File: src/common/phyps_pkg.sv
/*
  Constants for the pair wiring status and low-power support map registers:
  register addresses, field positions, fixed field values and reset words.
  Assumes a 16-bit management address space and 16-bit register data.
*/
package phyps_pkg;

  // ------------------------------------------------------------------
  // Register space
  // ------------------------------------------------------------------
  localparam int          ADDR_W        = 16;
  localparam int          DATA_W        = 16;
  localparam logic [15:0] WIRING_ADDR   = 16'h001f;
  localparam logic [15:0] LPMAP_ADDR    = 16'h8000;
  localparam logic [15:0] UNMAPPED_DATA = 16'h0000;

  // ------------------------------------------------------------------
  // Pair wiring status layout
  // ------------------------------------------------------------------
  localparam logic [15:0] WIRING_RESET  = 16'h03fc;
  localparam int          WIR_RSVD_HI   = 15;
  localparam int          WIR_SWAP      = 14;
  localparam int          WIR_POL_MSB   = 13;
  localparam int          WIR_POL_LSB   = 10;
  localparam int          WIR_FILL_MSB  = 9;
  localparam int          WIR_FILL_LSB  = 1;
  localparam logic [8:0]  WIR_FILL_VAL  = 9'h1fe;
  localparam int          WIR_ACQ_ERR   = 0;
  localparam int          NUM_PAIRS     = 4;

  // ------------------------------------------------------------------
  // Low-power support map layout (fixed content)
  // ------------------------------------------------------------------
  localparam logic [15:0] LPMAP_RESET   = 16'h0006;
  localparam int          LPM_KR        = 6;
  localparam int          LPM_KX4       = 5;
  localparam int          LPM_KX        = 4;
  localparam int          LPM_TEN_T     = 3;
  localparam int          LPM_GIG       = 2;
  localparam int          LPM_FAST      = 1;

endpackage : phyps_pkg

File: src/hdl/phyps_sticky_flag.sv
/*
  Sticky flag: set by a hardware event pulse, held until a clear pulse.
  Assumes set and clear pulses are synchronous to the clock.
*/
`timescale 1ns/1ps
`default_nettype none

module phyps_sticky_flag
  import phyps_pkg::*;
(
  input  wire logic CLOCK_I,
  input  wire logic NRST_I,
  input  wire logic set_i,
  input  wire logic clear_i,
  output logic      flag_o
);

  typedef struct packed {
    logic flag;
  } phyps_flag_state_t;

  phyps_flag_state_t st;
  phyps_flag_state_t next_st;

  // ------------------------------------------------------------------
  // Next state
  // ------------------------------------------------------------------
  // Set beats clear so an event in the clearing cycle is never lost
  always_comb begin
    next_st = st;
    if (set_i) begin
      next_st.flag = 1'b1;
    end else if (clear_i) begin
      next_st.flag = 1'b0;
    end
  end

  // State register
  always_ff @(posedge CLOCK_I or negedge NRST_I) begin
    if (!NRST_I) begin
      st <= '0;
    end else begin
      st <= next_st;
    end
  end

  assign flag_o = st.flag;

endmodule : phyps_sticky_flag

`default_nettype wire

File: src/hdl/phyps_regs.sv
/*
  Pair wiring status and low-power support map registers of a gigabit
  copper transceiver, read by a management station over a simple
  register port (address, read strobe, write strobe, data).
  Assumes the correction and descrambler logic drive the status inputs
  synchronously to CLOCK_I; read data appears one cycle after the strobe.
*/
// Contract
// - Report corrected pair 2/3 swap in bit 14
// - Per-pair polarity inversion bits 13 down to 10
// - Set bit 0 on failed gigabit descrambler lock
// - Error flag holds until later successful lock
// - Wiring register resets to 0x03FC, fixed fills
// - Support map bit 2 always reads one
// - Support map bit 1 always reads one
// - Support map bits 6 to 3 read zero
// - Support map at 0x8000 reads 0x0006
// - Support map mirrors standard PCS capability register
`timescale 1ns/1ps
`default_nettype none

module phyps_regs
  import phyps_pkg::*;
#(
  parameter int PAIRS = NUM_PAIRS
)
(
  input  wire logic              CLOCK_I,
  input  wire logic              NRST_I,
  // Management register port
  input  wire logic [ADDR_W-1:0] REG_ADDR_I,
  input  wire logic              REG_RD_I,
  input  wire logic              REG_WR_I,
  input  wire logic [DATA_W-1:0] REG_WDATA_I,
  output logic      [DATA_W-1:0] REG_RDATA_O,
  output logic                   REG_RVALID_O,
  // Wiring correction status from the receive path
  input  wire logic              PAIR_SWAP_I,
  input  wire logic [PAIRS-1:0]  PAIR_POLARITY_I,
  input  wire logic              GIG_LOCK_FAIL_I,
  input  wire logic              GIG_LOCK_OK_I
);

  // ------------------------------------------------------------------
  // State
  // ------------------------------------------------------------------
  typedef struct packed {
    logic              swap;
    logic [PAIRS-1:0]  pol;
    logic [DATA_W-1:0] rdata;
    logic              rvalid;
  } phyps_state_t;

  phyps_state_t      st;
  phyps_state_t      next_st;
  logic              gig_descrambler_lock_error;
  logic [DATA_W-1:0] wiring_word;
  logic [DATA_W-1:0] lpmap_word;
  logic              wr_seen;

  // Writes carry no meaning here; the strobe is seen only by the checks
  assign wr_seen = REG_WR_I & (|REG_WDATA_I);

  // ------------------------------------------------------------------
  // Latched descrambler acquisition error
  // ------------------------------------------------------------------
  // Only the lock logic clears it; software has no path to it
  phyps_sticky_flag u_lock_err (
    .CLOCK_I (CLOCK_I),
    .NRST_I  (NRST_I),
    .set_i   (GIG_LOCK_FAIL_I),
    .clear_i (GIG_LOCK_OK_I),
    .flag_o  (gig_descrambler_lock_error)
  );

  // ------------------------------------------------------------------
  // Register words
  // ------------------------------------------------------------------
  // Wiring word; reserved fill holds its fixed pattern so reset reads 0x03FC
  always_comb begin
    wiring_word                             = '0;
    wiring_word[WIR_RSVD_HI]                = 1'b0;
    wiring_word[WIR_SWAP]                   = st.swap;
    wiring_word[WIR_POL_MSB:WIR_POL_LSB]    = st.pol;
    wiring_word[WIR_FILL_MSB:WIR_FILL_LSB]  = WIR_FILL_VAL;
    wiring_word[WIR_ACQ_ERR]                = gig_descrambler_lock_error;
  end

  // Support map is pure constant, same layout as the standard PCS one
  always_comb begin
    lpmap_word            = '0;
    lpmap_word[LPM_KR]    = 1'b0;
    lpmap_word[LPM_KX4]   = 1'b0;
    lpmap_word[LPM_KX]    = 1'b0;
    lpmap_word[LPM_TEN_T] = 1'b0;
    lpmap_word[LPM_GIG]   = 1'b1;
    lpmap_word[LPM_FAST]  = 1'b1;
  end

  // ------------------------------------------------------------------
  // Next state
  // ------------------------------------------------------------------
  // Status levels are sampled each cycle; writes never touch any field
  always_comb begin
    next_st        = st;
    next_st.swap   = PAIR_SWAP_I;
    next_st.pol    = PAIR_POLARITY_I;
    next_st.rvalid = REG_RD_I;
    if (REG_RD_I) begin
      unique case (REG_ADDR_I)
        WIRING_ADDR: begin
          next_st.rdata = wiring_word;
        end
        LPMAP_ADDR: begin
          next_st.rdata = lpmap_word;
        end
        default: begin
          next_st.rdata = UNMAPPED_DATA;
        end
      endcase
    end
  end

  // State register; flags start cleared
  always_ff @(posedge CLOCK_I or negedge NRST_I) begin
    if (!NRST_I) begin
      st <= '0;
    end else begin
      st <= next_st;
    end
  end

  assign REG_RDATA_O  = st.rdata;
  assign REG_RVALID_O = st.rvalid;
endmodule : phyps_regs

`default_nettype wire

File: config.mk
export PLATFORM = sky130hd
export DESIGN_NAME = phyps_regs
export DESIGN_NICKNAME = d
export VERILOG_FILES = /design/src/common/phyps_pkg.sv /design/src/hdl/phyps_sticky_flag.sv /design/src/hdl/phyps_regs.sv
export SDC_FILE = /design/constraint.sdc
export NUM_CORES = 1
export LEC_CHECK = 0
export BUFFER_PORTS_ARGS = -buffer_cell sky130_fd_sc_hd__buf_2
export CAP_MARGIN = 20
export CORE_ASPECT_RATIO = 1.5
export CORE_MARGIN = 3
export CORE_UTILIZATION = 23
export DETAILED_ROUTE_END_ITERATION = 10
export SLEW_MARGIN = 30
export SYNTH_ARGS = -nofsm -noshare
export SYNTH_HDL_FRONTEND = slang
export SYNTH_SLANG_ARGS = --single-unit
File: constraint.sdc
create_clock -name CLOCK_I -period 1.07 [get_ports CLOCK_I]
set_input_delay 0.107 -clock CLOCK_I [delete_from_list [all_inputs] [get_ports CLOCK_I]]
set_output_delay 0.107 -clock CLOCK_I [all_outputs]
set_load 0.03 [all_outputs]
## Yosys cells after proc, flatten, opt, wreduce, memory -nomap -nowiden

Cells that the tools add are included.

- Bits in registers: 23
- Input bits: 43

- Equality and inequality tests: 2
- Muxes and demuxes: 3
- Reductions and logical operators: 1

Operator list:

| cell | number |
|---|---|
| $pmux 15 s2 | 1 |
| $eq 16x16->1 const B | 1 |
| $eq 16x5->1 const B | 1 |
| $mux 1 | 2 |
| $reduce_bool 2->1 | 1 |

## Logic depth before layout (Yosys ltp)

- Depth after elaboration: 2
- Depth in mapped cells: 4
- Mapped depth without buffers: 4

## By module

Synthesis repeated with hierarchy kept, for this count alone.

- Cells, all modules: 56
- Area, all modules: 713.2 µm²

By module, submodules not included:

| module | times used | cells an instance | area each (µm²) |
|---|---|---|---|
| phyps_regs | 1 | 53 | 676.9 |
| phyps_sticky_flag | 1 | 3 | 36.3 |

## Least setup slack after synthesis

Ideal clock, no wire load.

- Path type: input port to flip-flop
- Start: input REG_ADDR_I[5]
- End: register st, in the netlist REG_RDATA_O[1]
- Setup time: 78 ps
- Data arrival time: 886 ps
- Slack: 106 ps
- Stages: 3
- Path buffers: 0
- Cell sequence: or3_1 -> or2_1 -> o2bb2ai_1

- Word-level cells in the longest chain between the ends: 2
- Elaborated cells between the ends (all ways): 3
- Classes of those cells: 2 x eq/ne; 1 x mux

RTL lines:

| element | RTL line | text |
|---|---|---|
| from (decl) | phyps_regs.sv:31 | `input wire logic [ADDR_W-1:0] REG_ADDR_I,` |
| $eq 16x16->1 or $eq 16x5->1 (tied branches) | phyps_regs.sv:110 | `unique case (REG_ADDR_I)` |
| $pmux 15 s2 (*) | phyps_regs.sv:110 |  |
| to (signal assigned) | phyps_regs.sv:129 | `st <= next_st;` |
| to (decl) | phyps_regs.sv:54 | `phyps_state_t st;` |

Every way passes the cells marked *; elsewhere a longest branch is shown, timed or not.
A chain may end at the register's enable or synchronous reset.

==> run summary <==
The run gives 19 as the count of unique library cells instantiated by Yosys. The run finished with clean final reports. The final layout contains 139 nets. The number of clock sinks came out at 16. Clock skew on the completed layout was measured at 0.0002990 ns. Number of iterations in the first detailed-routing pass: 3. Overall power consumption after layout is estimated at 0.001173 W.

The run gives 551 as the via count. The run gives 729.5 um2 as the cell area after synthesis. The run gives 0 as the number of antenna violations at the first check in global routing. The critical path class is reg -> out. The clock network latency to the later pin of the worst-skew pair is 0.24 ns. For the final global-route overflow total, the log shows 0. The initial core utilization was 0.2454. The logs give 99 for the number of nets in the synthesized netlist and 1 for the H-tree depth. The proportion of netlist area held by the largest area contributor was 0.5489.

TritonCTS built the clock tree. The die is 74.98 um tall. The path class of the tightest hold or removal check is in -> reg.

After detailed routing, the number of vias per cell comes to 4.143. The run gives 0 as the number of max-capacitance violations reported. The number of DRC markers after the initial detailed-route iteration came out at 4.

Walking the worst path, the cells encountered are buf_2. The die covers 0.003897 mm2. The average instance in the mapped netlist occupies 13.03 um2. The critical path capture point type was an output port. The count of mapped cells out of synthesis is 56.

Ranked by total cell area, the synthesized netlist is headed by dfrtp_1 (55%), buf_4 (16%), a22o_1 (7.2%). The final total negative setup slack is 0 ns, and the number of setup violations in the final report is 0. The fraction of final layout cells with drive strength greater than 1 is 0.5638. Setup repair after global routing left no endpoint under its margin.

Buffers added to address setup during post-CTS repair amount to 0. dfrtp_1 takes more of the synthesized area than any other cell. At the worst endpoint, the required time is 0.96 ns.

For the final-report hold violation count, the log shows 0. The worst hold path begins at GIG_LOCK_FAIL_I. The average wire per standard cell was 11.39 um.

Hold is met by 0.05044 ns. The launch point of the worst reg-to-reg path was REG_RDATA_O[13]. The final critical-path share of the clock period came out at 0.9155.

The worst setup path is launched from a flop. Measured along the x axis, the die boundary spans 51.98 um. For the standard cell core area, the log shows 0.002973 mm2. The count of cells along the worst register-to-register path is 1. The logs give 0 for the number of nets still failing antenna checks after routing and 60 for the number of top-level design ports. The run gives 0 as the count of warnings emitted by yosys.

The root buffer cell is clkbuf_8. After clock tree synthesis, the clock-pin slew on the worst setup and hold paths is 0.06 ns. The critical path buffer and inverter count is 1. TritonCTS created 3 clock buffers. The count of unresolved DRC violations after routing was 0; the antenna cell count was 0. Port buffering added 41 buffers. Routability-driven placement finished with a final weighted congestion of 0.6361. The cell with the largest stage delay on the worst path is dfrtp_2. Across the VDD grid, the largest voltage drop is 0.0007117 V.

At the worst endpoint, the arrival time is 0.87 ns. The area added between synthesis and finish is 36.88%. The delay of the slowest cell on the worst path works out to 0.44 ns. The run gives 0.08251 as the global-route usage over all layers. In this run the worst setup path terminates at REG_RDATA_O[4]. The wire length of the first global-routing pass was 2.387 mm; the maximum net fanout on the critical path was 8. Counting along the longest clock path gives a buffer depth of 2. Broken down by cell family, the worst path's largest delay share belongs to flip-flops. The logic depth of the worst setup path including buffers was 1. The worst path in the final design needs a cycle of 0.9796 ns, including I/O delays and setup. In this run the power density over the cells is 1175 mW/mm2. The worst register-to-register path has a setup slack of 0.33 ns. Number of slew-limit violations in the final report: 0. Entering global routing, the biggest net connects 17 pins.

The analysis attributes to cell leakage a power of 0.5371 nW. In this run the critical register-to-register path is captured at REG_RDATA_O[13]. The wire-length estimate of the detail-placed layout is 1.250 mm. The register bit total from synthesis came out at 16.

Summed over all layers, the routed wires come to 1.515 mm. The startpoint of the most critical setup path is REG_RDATA_O[9]. The logs give 550 for the via count of the first global-routing pass and 24 for the standard-cell row count. The run gives 0.5489 as the sequential cell area fraction in the yosys report.

Timing would allow up to 1.021 GHz.
-- how the worst min path moves through the flow --
stage | endpoint | cells after the start | slack (ns)
2_1_floorplan | REG_RDATA_O[0] | 0 | -0.19
3_3_place_gp | REG_RDATA_O[11] | 1 | 0.02
3_5_place_dp | REG_RDATA_O[11] | 1 | 0.03
4_1_cts | u_lock_err.flag_o | 2 | 0.05
5_1_grt | u_lock_err.flag_o | 2 | 0.06
6_report | u_lock_err.flag_o | 2 | 0.05
-- cells by family (layout without fill, tap and decap cells) --
| kind of cell | after synthesis | in the layout | synth area share |
|---|---|---|---|
| AND/OR/NAND/NOR | 10 | 10 | 0.1441 |
| flip-flops | 16 | 16 | 0.5489 |
| AO/OA/AOI/OAI | 11 | 11 | 0.1269 |
| other | 1 | 1 | 0.005141 |
| buffers and inverters | 18 | 56 | 0.1750 |
-- area by class of cell --
type                            instances  area [um2]
Inverter                                2       7.507
Tap cell                               39       48.80
Sequential cell                        16       401.6
Fill cell                             303        1974
Timing Repair Buffer                   51       297.8
Multi-Input combinational cell         22       201.4
Clock buffer                            3       41.29
-- sequential cells by signal, indices dropped and copies added, names as in the netlist --
signal             flops
st                     5
REG_RDATA_O            9
REG_RVALID_O           1
u_lock_err.flag_o      1
-- cell usage after synthesis --
cell type	n
nand3_2	1
o2bb2ai_1	2
dfrtp_1	16
or3_1	1
a22o_1	6
and4b_1	1
inv_1	1
nand3b_1	1
clkinv_1	1
nor4_2	1
nor4_1	1
nand2_2	1
conb_1	1
or2_1	1
a21o_1	2
nor3_4	1
nor4b_4	1
buf_4	16
a211oi_1	1
-- cell usage in the layout (no fill, tap or decap), drive strengths merged --
cell,count
a21o,2
clkbuf,3
o2bb2ai,2
a211oi,1
nand2,1
buf,44
nor4,2
or3,1
or2,1
conb,1
inv,1
dlygate4sd3,7
nor3,1
a22o,6
nand3b,1
dfrtp,16
and4b,1
clkinv,1
nor4b,1
nand3,1
-- power breakdown --
part	switching [W]	internal, W	total (W)
clock	0.000183	0.000249	0.000432
combinational	0.0000551	0.0000625	0.000118
sequential	0.00000449	0.000619	0.000624
-- layer usage --
layer | global-route usage | wire length (um) | up-vias
li1 | - | - | 257
met1 | 0.08989 | 502 | 263
met2 | 0.1483 | 865 | 29
met3 | 0.02178 | 133 | 2
met4 | 0.03499 | 14 | 0
met5 | 0 | 0 | -
-- what timing repair did --
action / in CTS / in global routing
setup endpoints to repair: 0 / 7
endpoints found under the hold margin: 22 / 0
hold buffers: 7 / 0
gates resized for setup: 0 / 1
-- per-stage QoR --
stage | worst slack, ns | util | cell area, um2 | cells
6_report | 0.09043 | 0.3359 | 998.5 | 133
4_1_cts | 0.02915 | 0.3354 | 997.2 | 133
2_1_floorplan | 0.1057 | - | 729.5 | 56
3_3_place_gp | -0.06492 | 0.2980 | 885.9 | 123
5_1_grt | 0.05453 | 0.3359 | 998.5 | 133
3_5_place_dp | -0.1272 | 0.2980 | 885.9 | 123
(Power assumes the default switching activity.)
